File: src/pmcks_pkg.sv
// constants for the second pll and master clock selection block
package pmcks_pkg;

  // ----------------------------------------------------------------
  // register byte offsets
  // ----------------------------------------------------------------
  localparam logic [7:0] PMCKS_OFF_PLLB  = 8'h00; // second_pll_config
  localparam logic [7:0] PMCKS_OFF_MCK   = 8'h04; // master_clock_config
  localparam logic [7:0] PMCKS_OFF_PCK0  = 8'h08; // programmable_clock_config 0
  localparam logic [7:0] PMCKS_OFF_PCK1  = 8'h0c; // programmable_clock_config 1
  localparam logic [7:0] PMCKS_OFF_IER   = 8'h10; // event_interrupt_enable
  localparam logic [7:0] PMCKS_OFF_IDR   = 8'h14; // event_interrupt_disable
  localparam logic [7:0] PMCKS_OFF_SR    = 8'h18; // clock_status
  localparam logic [7:0] PMCKS_OFF_IMR   = 8'h1c; // interrupt mask readback
  localparam logic [7:0] PMCKS_OFF_EVT   = 8'h20; // sticky events, clear on read

  // ----------------------------------------------------------------
  // second_pll_config field positions
  // ----------------------------------------------------------------
  localparam int PMCKS_DIV_LSB   = 0;
  localparam int PMCKS_DIV_W     = 8;
  localparam int PMCKS_CNT_LSB   = 8;
  localparam int PMCKS_CNT_W     = 6;
  localparam int PMCKS_RANGE_LSB = 14;
  localparam int PMCKS_RANGE_W   = 2;
  localparam int PMCKS_MUL_LSB   = 16;
  localparam int PMCKS_MUL_W     = 11;
  localparam int PMCKS_USB_LSB   = 28;
  localparam int PMCKS_USB_W     = 2;

  // ----------------------------------------------------------------
  // master / programmable clock field positions
  // ----------------------------------------------------------------
  localparam int PMCKS_SEL_LSB   = 0;
  localparam int PMCKS_SEL_W     = 2;
  localparam int PMCKS_PSC_LSB   = 2;
  localparam int PMCKS_PSC_W     = 3;
  localparam int PMCKS_MCDIV_LSB = 8;
  localparam int PMCKS_MCDIV_W   = 2;

  // ----------------------------------------------------------------
  // status / event bit positions
  // ----------------------------------------------------------------
  localparam int PMCKS_SR_OSC    = 0;
  localparam int PMCKS_SR_LOCK1  = 1;
  localparam int PMCKS_SR_LOCK2  = 2;
  localparam int PMCKS_SR_MRDY   = 3;
  localparam int PMCKS_SR_SLOWSRC = 7;
  localparam int PMCKS_SR_PCK0   = 8;
  localparam int PMCKS_SR_PCK1   = 9;
  localparam logic [31:0] PMCKS_EVT_MASK = 32'h0000_030f; // bits that carry events

  // ----------------------------------------------------------------
  // reset values and codes
  // ----------------------------------------------------------------
  localparam logic [31:0] PMCKS_PLLB_RST = 32'h0000_0000;
  localparam logic [31:0] PMCKS_MCK_RST  = 32'h0000_0000;
  localparam logic [31:0] PMCKS_PCK_RST  = 32'h0000_0000;
  localparam logic [2:0]  PMCKS_PSC_RSVD  = 3'h7; // prescaler code with no output
  localparam logic [1:0]  PMCKS_DIV2_RSVD = 2'h3; // reserved two-bit divider code
  localparam logic [11:0] PMCKS_CREDIT_MAX = 12'hfff;

endpackage : pmcks_pkg

File: src/pmcks_prescaler.sv
// source selector plus power-of-two prescaler on clock-enable ticks
`timescale 1ns/100ps
`default_nettype none
module pmcks_prescaler (
  input  wire logic       pclk,
  input  wire logic       presetn,
  input  wire logic [3:0] src_tick,
  input  wire logic [1:0] src_sel,
  input  wire logic [2:0] clock_prescaler_code,
  input  wire logic       restart,
  output logic            tick_out
);
  import pmcks_pkg::*;

  logic [5:0] count_r;
  logic [5:0] limit;
  logic       src_hit;

  // terminal count is 2**code - 1, code 111 never fires
  assign limit   = 6'((7'd1 << clock_prescaler_code) - 7'd1);
  assign src_hit = src_tick[src_sel] && (clock_prescaler_code != PMCKS_PSC_RSVD);

  // count selected ticks, emit one tick per full period
  always_ff @(posedge pclk or negedge presetn) begin
    if (!presetn) begin
      count_r  <= 6'h00;
      tick_out <= 1'b0;
    end else if (restart) begin
      count_r  <= 6'h00;
      tick_out <= 1'b0;
    end else begin
      tick_out <= 1'b0;
      if (src_hit) begin
        if (count_r == limit) begin
          count_r  <= 6'h00;
          tick_out <= 1'b1;
        end else begin
          count_r <= count_r + 6'h01;
        end
      end
    end
  end

endmodule : pmcks_prescaler
`default_nettype wire

File: src/pmcks_top.sv
// second pll, master clock and programmable clock control with apb registers
//
// Overview of operation
// - input divider: 0 stops, 1 passes, else divides
// - lock flag after programmed slow clock count
// - multiplier zero switches second pll off
// - output rate is input times multiplier plus one
// - usb divider by 1, 2, 4; 11 reserved
// - source select: slow, main, pll a, pll b
// - processor prescaler divides 1 to 64
// - master divider by 1, 2, 4; 11 reserved
// - each programmable clock selects its own source
// - each programmable clock has own prescaler
// - enable register sets mask bits on ones
// - disable register clears mask bits on ones
// - status bit 0 shows oscillator stable
// - status bits 1 and 2 show pll locks
// - first pll lock flag follows lock level
// - status bit 3 shows master clock ready
// - status bit 7 shows slow clock source
// - status bits 8, 9 show programmable ready
`timescale 1ns/100ps
`default_nettype none
module pmcks_top (
  input  wire logic        pclk,
  input  wire logic        presetn,
  input  wire logic        psel,
  input  wire logic        penable,
  input  wire logic        pwrite,
  input  wire logic [7:0]  paddr,
  input  wire logic [31:0] pwdata,
  output logic [31:0]      prdata,
  output logic             pready,
  output logic             pslverr,
  input  wire logic        slow_clk_tick,
  input  wire logic        main_clk_tick,
  input  wire logic        first_pll_clk_tick,
  input  wire logic        main_osc_stable,
  input  wire logic        first_pll_locked,
  input  wire logic        slow_clock_source,
  output logic             second_pll_clk_tick,
  output logic             usb_clk_tick,
  output logic             proc_clk_tick,
  output logic             master_clk_tick,
  output logic [1:0]       prog_clk_tick,
  output logic [1:0]       second_pll_freq_range,
  output logic             irq
);
  import pmcks_pkg::*;

  // ----------------------------------------------------------------
  // apb decode
  // ----------------------------------------------------------------
  logic        setup_ph;
  logic        access_ph;
  logic        addr_hit;
  logic        wr_en;
  logic        rd_en;
  logic        wr_pllb;
  logic        wr_mck;
  logic [1:0]  wr_pck;
  logic        wr_ier;
  logic        wr_idr;
  logic        rd_evt;

  assign setup_ph  = psel && !penable;
  assign access_ph = psel && penable;

  // address decode over the nine mapped words
  always_comb begin
    case (paddr)
      PMCKS_OFF_PLLB, PMCKS_OFF_MCK, PMCKS_OFF_PCK0, PMCKS_OFF_PCK1,
      PMCKS_OFF_IER, PMCKS_OFF_IDR, PMCKS_OFF_SR, PMCKS_OFF_IMR,
      PMCKS_OFF_EVT: addr_hit = 1'b1;
      default:       addr_hit = 1'b0;
    endcase
  end

  // zero wait state slave, error on unmapped word
  assign pready    = 1'b1;
  assign pslverr   = access_ph && !addr_hit;
  assign wr_en     = access_ph && pwrite && addr_hit;
  assign rd_en     = access_ph && !pwrite && addr_hit;
  assign wr_pllb   = wr_en && (paddr == PMCKS_OFF_PLLB);
  assign wr_mck    = wr_en && (paddr == PMCKS_OFF_MCK);
  assign wr_pck[0] = wr_en && (paddr == PMCKS_OFF_PCK0);
  assign wr_pck[1] = wr_en && (paddr == PMCKS_OFF_PCK1);
  assign wr_ier    = wr_en && (paddr == PMCKS_OFF_IER);
  assign wr_idr    = wr_en && (paddr == PMCKS_OFF_IDR);
  assign rd_evt    = rd_en && (paddr == PMCKS_OFF_EVT);

  // ----------------------------------------------------------------
  // configuration registers
  // ----------------------------------------------------------------
  logic [31:0] pllb_cfg_r;
  logic [31:0] mck_cfg_r;
  logic [31:0] pck_cfg_r [2];
  logic [9:0]  imask_r;

  // second pll configuration, reserved bits kept at zero
  always_ff @(posedge pclk or negedge presetn) begin
    if (!presetn) begin
      pllb_cfg_r <= PMCKS_PLLB_RST;
    end else if (wr_pllb) begin
      pllb_cfg_r <= pwdata & 32'h37ff_ffff;
    end
  end

  // master clock configuration
  always_ff @(posedge pclk or negedge presetn) begin
    if (!presetn) begin
      mck_cfg_r <= PMCKS_MCK_RST;
    end else if (wr_mck) begin
      mck_cfg_r <= pwdata & 32'h0000_031f;
    end
  end

  // programmable clock configurations
  always_ff @(posedge pclk or negedge presetn) begin
    if (!presetn) begin
      pck_cfg_r[0] <= PMCKS_PCK_RST;
      pck_cfg_r[1] <= PMCKS_PCK_RST;
    end else begin
      if (wr_pck[0]) begin
        pck_cfg_r[0] <= pwdata & 32'h0000_001f;
      end
      if (wr_pck[1]) begin
        pck_cfg_r[1] <= pwdata & 32'h0000_001f;
      end
    end
  end

  // interrupt mask: ones set on enable, ones clear on disable
  always_ff @(posedge pclk or negedge presetn) begin
    if (!presetn) begin
      imask_r <= 10'h000;
    end else if (wr_ier) begin
      imask_r <= imask_r | pwdata[9:0] & PMCKS_EVT_MASK[9:0];
    end else if (wr_idr) begin
      imask_r <= imask_r & ~pwdata[9:0];
    end
  end

  // ----------------------------------------------------------------
  // second pll fields
  // ----------------------------------------------------------------
  logic [7:0]  div_val;
  logic [10:0] mul_val;
  logic [1:0]  usb_val;
  logic        pllb_on;

  assign div_val = pllb_cfg_r[PMCKS_DIV_LSB +: PMCKS_DIV_W];
  assign mul_val = pllb_cfg_r[PMCKS_MUL_LSB +: PMCKS_MUL_W];
  assign usb_val = pllb_cfg_r[PMCKS_USB_LSB +: PMCKS_USB_W];
  assign pllb_on = (mul_val != 11'h000);

  // frequency range field goes to the analog pll through one pclk register
  always_ff @(posedge pclk or negedge presetn) begin
    if (!presetn) begin
      second_pll_freq_range <= 2'h0;
    end else begin
      second_pll_freq_range <= pllb_cfg_r[PMCKS_RANGE_LSB +: PMCKS_RANGE_W];
    end
  end

  // ----------------------------------------------------------------
  // second pll input divider on main clock ticks
  // ----------------------------------------------------------------
  logic [7:0] div_cnt_r;
  logic       ref_tick_r;

  // 0 gives no ticks, 1 passes, n divides by n
  always_ff @(posedge pclk or negedge presetn) begin
    if (!presetn) begin
      div_cnt_r  <= 8'h00;
      ref_tick_r <= 1'b0;
    end else if (wr_pllb) begin
      div_cnt_r  <= 8'h00;
      ref_tick_r <= 1'b0;
    end else begin
      ref_tick_r <= 1'b0;
      if (main_clk_tick && div_val == 8'h01) begin
        ref_tick_r <= 1'b1;
      end else if (main_clk_tick && div_val > 8'h01) begin
        if (div_cnt_r >= div_val - 8'h01) begin
          div_cnt_r  <= 8'h00;
          ref_tick_r <= 1'b1;
        end else begin
          div_cnt_r <= div_cnt_r + 8'h01;
        end
      end
    end
  end

  // ----------------------------------------------------------------
  // second pll multiplier as a tick credit pool
  // ----------------------------------------------------------------
  logic [11:0] credit_r;
  logic [12:0] credit_sum;

  // each reference tick adds multiplier plus one output ticks
  always_comb begin
    credit_sum = {1'b0, credit_r};
    if (ref_tick_r) begin
      credit_sum = credit_sum + {2'b00, mul_val} + 13'h0001;
    end
    if (credit_sum != 13'h0000) begin
      credit_sum = credit_sum - 13'h0001;
    end
  end

  // one output tick per cycle while credit remains, saturating pool
  always_ff @(posedge pclk or negedge presetn) begin
    if (!presetn) begin
      credit_r            <= 12'h000;
      second_pll_clk_tick <= 1'b0;
    end else if (!pllb_on || wr_pllb) begin
      credit_r            <= 12'h000;
      second_pll_clk_tick <= 1'b0;
    end else begin
      second_pll_clk_tick <= (credit_r != 12'h000) || ref_tick_r;
      if (credit_sum[12]) begin
        credit_r <= PMCKS_CREDIT_MAX;
      end else begin
        credit_r <= credit_sum[11:0];
      end
    end
  end

  // ----------------------------------------------------------------
  // second pll lock counter on slow clock ticks
  // ----------------------------------------------------------------
  logic [5:0] lock_cnt_r;
  logic       lock_busy_r;
  logic       second_pll_locked_r;

  // a write restarts the count, lock after that many slow ticks
  always_ff @(posedge pclk or negedge presetn) begin
    if (!presetn) begin
      lock_cnt_r  <= 6'h00;
      lock_busy_r <= 1'b0;
      second_pll_locked_r     <= 1'b0;
    end else if (wr_pllb) begin
      lock_cnt_r  <= pwdata[PMCKS_CNT_LSB +: PMCKS_CNT_W];
      lock_busy_r <= 1'b1;
      second_pll_locked_r     <= 1'b0;
    end else if (!pllb_on) begin
      lock_busy_r <= 1'b0;
      second_pll_locked_r     <= 1'b0;
    end else if (lock_busy_r) begin
      if (lock_cnt_r == 6'h00) begin
        lock_busy_r <= 1'b0;
        second_pll_locked_r     <= 1'b1;
      end else if (slow_clk_tick) begin
        lock_cnt_r <= lock_cnt_r - 6'h01;
      end
    end
  end

  // ----------------------------------------------------------------
  // usb divider on second pll ticks
  // ----------------------------------------------------------------
  logic [1:0] usb_cnt_r;

  // code 00 passes, 01 halves, 10 quarters, 11 gives nothing
  always_ff @(posedge pclk or negedge presetn) begin
    if (!presetn) begin
      usb_cnt_r    <= 2'h0;
      usb_clk_tick <= 1'b0;
    end else if (wr_pllb) begin
      usb_cnt_r    <= 2'h0;
      usb_clk_tick <= 1'b0;
    end else begin
      usb_clk_tick <= 1'b0;
      if (second_pll_clk_tick && usb_val != PMCKS_DIV2_RSVD) begin
        if (usb_cnt_r >= 2'((3'd1 << usb_val) - 3'd1)) begin
          usb_cnt_r    <= 2'h0;
          usb_clk_tick <= 1'b1;
        end else begin
          usb_cnt_r <= usb_cnt_r + 2'h1;
        end
      end
    end
  end

  // ----------------------------------------------------------------
  // processor, master and programmable clock dividers
  // ----------------------------------------------------------------
  logic [3:0] src_ticks;
  logic [3:0] ps_src   [4];
  logic [1:0] ps_sel   [4];
  logic [2:0] ps_clock_prescaler  [4];
  logic [3:0] ps_start;
  logic [3:0] ps_tick;
  logic [1:0] mcdiv_val;

  // source order slow, main, first pll, second pll
  assign src_ticks = {second_pll_clk_tick, first_pll_clk_tick, main_clk_tick,
                      slow_clk_tick};
  assign mcdiv_val = mck_cfg_r[PMCKS_MCDIV_LSB +: PMCKS_MCDIV_W];

  // stage 0 processor, stage 1 master, stages 2 and 3 programmable
  assign ps_src[0]  = src_ticks;
  assign ps_sel[0]  = mck_cfg_r[PMCKS_SEL_LSB +: PMCKS_SEL_W];
  assign ps_clock_prescaler[0] = mck_cfg_r[PMCKS_PSC_LSB +: PMCKS_PSC_W];
  assign ps_src[1]  = {3'h0, ps_tick[0]};
  assign ps_sel[1]  = 2'h0;
  assign ps_clock_prescaler[1] = (mcdiv_val == PMCKS_DIV2_RSVD) ? PMCKS_PSC_RSVD
                                                     : {1'b0, mcdiv_val};
  assign ps_start[0] = wr_mck;
  assign ps_start[1] = wr_mck;

  genvar gi;
  generate
    for (gi = 0; gi < 2; gi++) begin : g_pck_cfg
      assign ps_src[gi+2]   = src_ticks;
      assign ps_sel[gi+2]   = pck_cfg_r[gi][PMCKS_SEL_LSB +: PMCKS_SEL_W];
      assign ps_clock_prescaler[gi+2]  = pck_cfg_r[gi][PMCKS_PSC_LSB +: PMCKS_PSC_W];
      assign ps_start[gi+2] = wr_pck[gi];
    end
    for (gi = 0; gi < 4; gi++) begin : g_stage
      pmcks_prescaler u_ps (
        .pclk      (pclk),
        .presetn   (presetn),
        .src_tick  (ps_src[gi]),
        .src_sel   (ps_sel[gi]),
        .clock_prescaler_code (ps_clock_prescaler[gi]),
        .restart   (ps_start[gi]),
        .tick_out  (ps_tick[gi])
      );
    end
  endgenerate

  assign proc_clk_tick   = ps_tick[0];
  assign master_clk_tick = ps_tick[1];
  assign prog_clk_tick   = ps_tick[3:2];

  // ----------------------------------------------------------------
  // ready flags: low after a config write, high at first new tick
  // ----------------------------------------------------------------
  logic       mck_rdy_r;
  logic [1:0] pck_rdy_r;

  always_ff @(posedge pclk or negedge presetn) begin
    if (!presetn) begin
      mck_rdy_r <= 1'b0;
    end else if (wr_mck) begin
      mck_rdy_r <= 1'b0;
    end else if (master_clk_tick) begin
      mck_rdy_r <= 1'b1;
    end
  end

  always_ff @(posedge pclk or negedge presetn) begin
    if (!presetn) begin
      pck_rdy_r <= 2'h0;
    end else begin
      pck_rdy_r <= (pck_rdy_r & ~wr_pck) | (prog_clk_tick & ~wr_pck);
    end
  end

  // ----------------------------------------------------------------
  // status word and sticky events
  // ----------------------------------------------------------------
  logic [31:0] status;
  logic [9:0]  status_q_r;
  logic [9:0]  evt_r;
  logic [9:0]  evt_set;

  // live levels, neighbouring logic drives them on pclk
  always_comb begin
    status = 32'h0000_0000;
    status[PMCKS_SR_OSC]     = main_osc_stable;
    status[PMCKS_SR_LOCK1]   = first_pll_locked;
    status[PMCKS_SR_LOCK2]   = second_pll_locked_r;
    status[PMCKS_SR_MRDY]    = mck_rdy_r;
    status[PMCKS_SR_SLOWSRC] = slow_clock_source;
    status[PMCKS_SR_PCK0]    = pck_rdy_r[0];
    status[PMCKS_SR_PCK1]    = pck_rdy_r[1];
  end

  // rising edge of an event flag raises its sticky bit
  assign evt_set = status[9:0] & ~status_q_r & PMCKS_EVT_MASK[9:0];

  // read clears, a same-cycle set wins
  always_ff @(posedge pclk or negedge presetn) begin
    if (!presetn) begin
      status_q_r <= 10'h000;
      evt_r      <= 10'h000;
    end else begin
      status_q_r <= status[9:0];
      evt_r      <= (evt_r & {10{~rd_evt}}) | evt_set;
    end
  end

  // level interrupt from enabled sticky events
  always_ff @(posedge pclk or negedge presetn) begin
    if (!presetn) begin
      irq <= 1'b0;
    end else begin
      irq <= |((((evt_r & {10{~rd_evt}}) | evt_set)) & imask_r);
    end
  end

  // ----------------------------------------------------------------
  // read data, captured in the setup cycle
  // ----------------------------------------------------------------
  always_ff @(posedge pclk or negedge presetn) begin
    if (!presetn) begin
      prdata <= 32'h0000_0000;
    end else if (setup_ph && !pwrite) begin
      case (paddr)
        PMCKS_OFF_PLLB: prdata <= pllb_cfg_r;
        PMCKS_OFF_MCK:  prdata <= mck_cfg_r;
        PMCKS_OFF_PCK0: prdata <= pck_cfg_r[0];
        PMCKS_OFF_PCK1: prdata <= pck_cfg_r[1];
        PMCKS_OFF_SR:   prdata <= status;
        PMCKS_OFF_IMR:  prdata <= {22'h000000, imask_r};
        PMCKS_OFF_EVT:  prdata <= {22'h000000, evt_r | evt_set};
        default:        prdata <= 32'h0000_0000;
      endcase
    end
  end

endmodule : pmcks_top
`default_nettype wire

File: config.mk
export PLATFORM = sky130hd
export DESIGN_NAME = pmcks_top
export DESIGN_NICKNAME = d
export VERILOG_FILES = /design/src/pmcks_pkg.sv /design/src/pmcks_prescaler.sv /design/src/pmcks_top.sv
export SDC_FILE = /design/constraint.sdc
export NUM_CORES = 1
export LEC_CHECK = 0
export BUFFER_PORTS_ARGS = -buffer_cell sky130_fd_sc_hd__buf_4
export CAP_MARGIN = 10
export CORE_ASPECT_RATIO = 1.2
export CORE_MARGIN = 3
export CORE_UTILIZATION = 40
export CTS_CLUSTER_DIAMETER = 200
export DETAILED_ROUTE_END_ITERATION = 16
export GPL_ROUTABILITY_DRIVEN = 1
export PLACE_DENSITY = 0.56
export REMOVE_ABC_BUFFERS = 1
export SLEW_MARGIN = 25
export SYNTH_ARGS = -nofsm -noshare
export SYNTH_HDL_FRONTEND = slang
export SYNTH_SLANG_ARGS = --single-unit
File: constraint.sdc
create_clock -name pclk -period 7.1 [get_ports pclk]
set_input_delay 1.065 -clock pclk [delete_from_list [all_inputs] [get_ports pclk]]
set_output_delay 1.065 -clock pclk [all_outputs]
set_load 0.05 [all_outputs]
## Word level (Yosys, flattened, before mapping)

Index checks and enable logic that the tools add are counted.
W data, S select, Z words.

- Bits in registers: 172
- Word-level logic and storage cells: 211

- $add $sub $neg: 16
- Order comparisons: 6
- Equality and inequality tests: 23
- Shifts and indexed selects: 5
- Multiplexer cells: 69
- Bitwise operators: 14
- Reduce and logical (&&, ||, !) cells: 49

Operator list:

| cell | number |
|---|---|
| $pmux W30 S7 | 1 |
| $mux W6 | 17 |
| $and A10 B10 Y10 | 4 |
| $mux W1 | 34 |
| $eq A8 B5 Y1 const B | 4 |
| $mux W8 | 4 |
| $or A10 B10 Y10 | 3 |
| $sub A6 B1 Y6 const B | 5 |
| $mux W13 | 2 |
| $add A6 B1 Y6 const B | 4 |
| $eq A6 B6 Y1 | 4 |
| $mux W12 | 2 |
| $shl A1 B3 Y6 const A | 4 |
| $logic_and A1 B1 Y1 | 22 |
| $reduce_bool A2 Y1 | 11 |
| $mux W10 | 2 |
| $not A10 Y10 | 2 |
| $eq A8 B4 Y1 const B | 2 |
| $add A12 B11 Y13 | 1 |
| $add A13 B1 Y13 const B | 1 |
| $reduce_bool A13 Y1 | 1 |
| $sub A13 B1 Y13 const B | 1 |
| $ne A3 B3 Y1 const B | 4 |
| $reduce_bool A12 Y1 | 1 |
| other kinds (31) | 46 |

## Depth between registers and ports, before layout

- Depth after elaboration: 10
- Depth in mapped cells: 14
- Gate-level depth less buffers: 13

## By module

A second synthesis with hierarchy kept.

- Cell total of the unflattened synthesis: 1077
- Area, all modules: 9999.6 sq um

Modules (own cells, without submodules):

| module | instances | cells each | area an instance (sq um) | seq. area each (sq um) |
|---|---|---|---|---|
| pmcks_top | 1 | 765 | 7507.2 | 3503.4 |
| pmcks_prescaler | 4 | 78 | 623.1 | 175.2 |

## Worst setup path before layout

Ideal clock, no wire load.

- Kind: input to output
- Start: input port paddr[2]
- End: output port pslverr
- Arrival time: 2250 ps
- Path slack: 3785 ps
- Stages: 4
- Path through: clkbuf_1 > o31ai_1 > and3_1 > nor2_1

- Longest elaborated chain between the ends: 5
- Elaborated cells on any way between the ends: 13

RTL lines:

| item | RTL line | source |
|---|---|---|
| from (decl) | pmcks_top.sv:30 | `input wire logic [7:0] paddr,` |
| $eq A8 B3 Y1 (tied with other cells) | pmcks_top.sv:71 | `case (paddr)` |
| $reduce_or A9 Y1 * | pmcks_top.sv:71 |  |
| $mux W1 * | pmcks_top.sv:71 |  |
| $logic_not A1 Y1 * | pmcks_top.sv:81 | `assign pslverr = access_ph && !addr_hit;` |
| $logic_and A1 B1 Y1 * | pmcks_top.sv:81 |  |
| to (decl) | pmcks_top.sv:34 | `output logic pslverr,` |

Every way passes the cells marked *; elsewhere a longest branch is shown, timed or not.

## Worst setup path in the final report

- Start: register pllb_cfg_r[16]
- End: register credit_r[6]

- Longest elaborated chain between the ends: 7
- Elaborated cells on any way between the ends: 11

RTL lines:

| item | RTL line | source |
|---|---|---|
| from (decl) | pmcks_top.sv:95 | `logic [31:0] pllb_cfg_r;` |
| from (signal assigned) | pmcks_top.sv:105 | `pllb_cfg_r <= pwdata & 32'h37ff_ffff;` |
| $add A12 B11 Y13 | pmcks_top.sv:205 | `credit_sum = credit_sum + {2'b00, mul_val} + 13'h0001;` |
| $add A13 B1 Y13 | pmcks_top.sv:205 |  |
| $mux W13 | pmcks_top.sv:204 | `if (ref_tick_r) begin` |
| $sub A13 B1 Y13 / $reduce_bool A13 Y1 (equally long branches) | pmcks_top.sv:208, pmcks_top.sv:207 |  |
| $mux W13 | pmcks_top.sv:207 | `if (credit_sum != 13'h0000) begin` |
| $mux W12 | pmcks_top.sv:222 | `if (credit_sum[12]) begin` |
| $mux W12 * | pmcks_top.sv:217 | `end else if (!pllb_on \|\| wr_pllb) begin` |
| to (signal assigned) | pmcks_top.sv:225 | `credit_r <= credit_sum[11:0];` |
| to (decl) | pmcks_top.sv:198 | `logic [11:0] credit_r;` |

Marked as above.
A chain may end at the register's enable or synchronous reset.

==> results.sh <==
export IMPL_place_congestion=0.812
export IMPL_grt_pass1_wl_um=37900
export IMPL_hp_class="flop to flop"
export IMPL_routed_wl_um=23300
export IMPL_worst_hold_path_num_cells=0
export IMPL_synth_most_common_cell="nand2_1"
export IMPL_avgSynthCellArea_um2=9.20
export IMPL_skew_ns=0.0110
export IMPL_worstReg2RegEnd="credit_r[6]"
export IMPL_grt_antenna_before_repair=0
export IMPL_port_buffers=86
export IMPL_maxCapViolations=0
export IMPL_synth_top_cell_area_share_pct=45.5
export IMPL_ys_seq_area_share_pct=45.5
export IMPL_timing_rr_start="pllb_cfg_r[16]"
export IMPL_grt_max_degree=99
export IMPL_htreeDepth=4
export IMPL_worst_setup_path_start_kind="flop"
export IMPL_crit_fanout=10
export IMPL_crit_path_end_kind="flop"
export IMPL_vias=7456
export IMPL_cts_sinks=168
export IMPL_worst_pin_slew_ns=1.04
export IMPL_sw_frac_of_total_pct=34.8
export IMPL_post_cts_setup_buffers=0
export IMPL_ys_top_cells_by_count="nand2_1, dfrtp_1, o21ai_0"
export IMPL_synthArstFlopShare_pct=100
export IMPL_r2r_slack_ns=3.10
export IMPL_p_int_mw=1.81
export IMPL_peakVddDrop_uv=154
export IMPL_min_period_ns=4.00
export IMPL_timing_hold_ws_ns=0.403
export IMPL_grt_pass1_vias=7220
export IMPL_antenna_cells=0
export IMPL_status="completed"
export IMPL_drive_gt1_share_pct=15.7
export IMPL_coreArea_um2=22600
export IMPL_ant_nets=0
export IMPL_min_period_over_period_pct=56.4
export IMPL_drc=0
export IMPL_post_drt_via_cell_ratio=5.33
export IMPL_synth_top_cell_by_area="dfrtp_1"
export IMPL_synth_ff_latch_count=168
export IMPL_hpwlAfterDp_um=16300
export IMPL_crit_type="flop to flop"
export IMPL_root_buffer="clkbuf_16"
export IMPL_relSlewSlack_pct=30.3
export IMPL_synth_area_leaders="dfrtp_1, nand2_1, ha_1, o21ai_0, nor2_1"
export IMPL_groute_usage_overall_pct=18.9
export IMPL_met2_length_um=11400
export IMPL_yosysWarningCount=0
export IMPL_die_area_um2=25000
export IMPL_power_switching_uw=964
export IMPL_synth_area_um2=9250
export IMPL_postCtsHoldBufs=0
export IMPL_power_share_clock_pct=33.0
export IMPL_synthToLayoutAreaGrowth_pct=16.7
export IMPL_rr_worst_depth=13
export IMPL_synth_cell_type_count=77
export IMPL_post_cts_resized=0
export IMPL_grt_ovfl_total=0
export IMPL_numCtsBuffers=17
export IMPL_hold_path_endpoint="second_pll_freq_range[0]"
export IMPL_clock_path_buffers=2
export IMPL_fmax_ghz=0.250
export IMPL_core_rowCount=60
export IMPL_hp_start="pllb_cfg_r[14]"
export IMPL_ioPinCount=94
export IMPL_cp_data_arrival_time_ns=4.26
export IMPL_synth_edff_count=0
export IMPL_insertion_delay_ns=0.43
export IMPL_finalSetupViolCount=0
export IMPL_synth_ff_type="dfrtp_1"
export IMPL_routed_wl_met3_um=992
export IMPL_initial_core_util_pct=40.9
export IMPL_syn_inst=1005
export IMPL_cts_tree="built"
export IMPL_wl_per_cell_um=16.7
export IMPL_drt_iter0_markers=440
export IMPL_die_h_um=173
export IMPL_die_w_um=145
export IMPL_cellPowerDensity_nw_per_um2=257
export IMPL_top_layer="met4"
export IMPL_nets=1162
export IMPL_finalHoldViolCount=0
export IMPL_dr_pass1_iters=5
export IMPL_required_ns=7.36
export IMPL_p_total_mw=2.77
export IMPL_slew_violations=0
export IMPL_wl_met1_um=10600
export IMPL_clkTransAtPathRegs_ns=0.07
export IMPL_pwr_share_seq_pct=40.2
export IMPL_power_frac_comb_pct=26.8
export IMPL_totalNegativeSetupSlack_ns=0
export IMPL_power_leakage_nw=4.98
export IMPL_n_fill_cell=2167
export IMPL_rsz0062_at_grt="no"
state kept, by name, indices dropped and copies added, names as in the netlist, 2 cells and up, named ones only:
signal                 count
mck_cfg_r                  7
evt_r                     10
pllb_cfg_r                29
status_q_r                 6
g_stage.u_ps.count_r      24
div_cnt_r                  8
pck_rdy_r                  2
usb_cnt_r                  2
second_pll_freq_range      2
prdata                    29
pck_cfg_r                 10
lock_cnt_r                 6
imask_r                    4
credit_r                  12
g_stage.u_ps.tick_out      4
cells by family after synthesis:
kind of cell | share of synthesized area, %
simple gates | 21.6
mux | 3.90
fa+ha+maj | 4.95
compound gates | 16.7
flops | 45.5
xor+xnor | 3.98
buf+inv | 3.36
other cells | 0.0812
metal layers:
layer,vias to the layer above,global-route usage [%]
met5,-,0
met4,0,4.47
met3,19,3.65
met2,159,30.9
met1,3574,25.8
li1,3704,-
critical path, cell delays in order, from the launching register on:
cell	delay [ns]
dfrtp_1	0.39
inv_1	0.13
ha_1	0.18
inv_1	0.05
fa_1	0.41
a211oi_2	0.40
nor3_1	0.11
or3_4	0.39
a31o_1	0.20
and4bb_1	0.31
nand2_1	0.11
nor3_1	0.23
mux2i_1	0.73
o21ai_0	0.19
cell type report:
type | instances | area, um2 | area share, %
multi-input combinational | 766 | 4750 | 44.1
sequential | 168 | 4200 | 39.0
timing repair buffer | 95 | 757 | 7.02
clock buffer | 17 | 425 | 3.94
tap | 310 | 388 | 3.60
clock inverter | 15 | 158 | 1.46
inverter | 27 | 101 | 0.939
layout by cell type (no fill, tap or decap), drive strengths merged, types with 4 or more instances in the layout:
master and instances:
nor2 76, a21boi 5, a21oi 30, nor2b 11, a21o 12, nand2 188
nor3b 5, o211ai 8, mux2i 9, a22o 20, and2 8, or2 5
a221oi 6, mux2 18, nor4 13, nand3 38, buf 95, xnor2 27
conb 4, inv 35, nand4 5, clkbuf 17, nor3 26, xor2 15
nand2b 15, a22oi 19, dfrtp 168, o31ai 10, ha 35, a31oi 5
or3 10, and3 10, o21ai 87, clkinv 5
power by group through the flow:
stage | clock [mW] | combinational, mW | sequential, mW
3_5_place_dp | 0 | 0.738 | 1.13
5_1_grt | 0.981 | 0.835 | 1.13
4_1_cts | 0.936 | 0.740 | 1.11
3_3_place_gp | 0 | 0.728 | 1.13
2_1_floorplan | 0 | 0.509 | 1.15
6_report | 0.914 | 0.742 | 1.11
stage by stage:
step	worst slack [ns]	cell area [um2]	util (%)	cells
after floorplan	2.75	9040	-	961
after global placement	3.18	10100	44.9	1364
after detailed placement	3.12	10100	44.9	1364
after CTS	3.12	10700	47.5	1396
after global routing	2.78	10800	47.7	1398
final	3.10	10800	47.7	1398
worst max-delay path by stage:
stage                               from      endpoint  slack [ns]  cells past startpoint
final                     pllb_cfg_r[16]   credit_r[6]        3.10                     13
after global routing      pllb_cfg_r[16]   credit_r[4]        2.78                     13
after CTS                 pllb_cfg_r[16]   credit_r[4]        3.12                     13
after detailed placement  pllb_cfg_r[16]   credit_r[8]        3.12                     13
after global placement          paddr[4]   credit_r[9]        3.18                      9
after floorplan                 paddr[4]  div_cnt_r[3]        2.75                      7
Power figures use the tool's default switching activity.
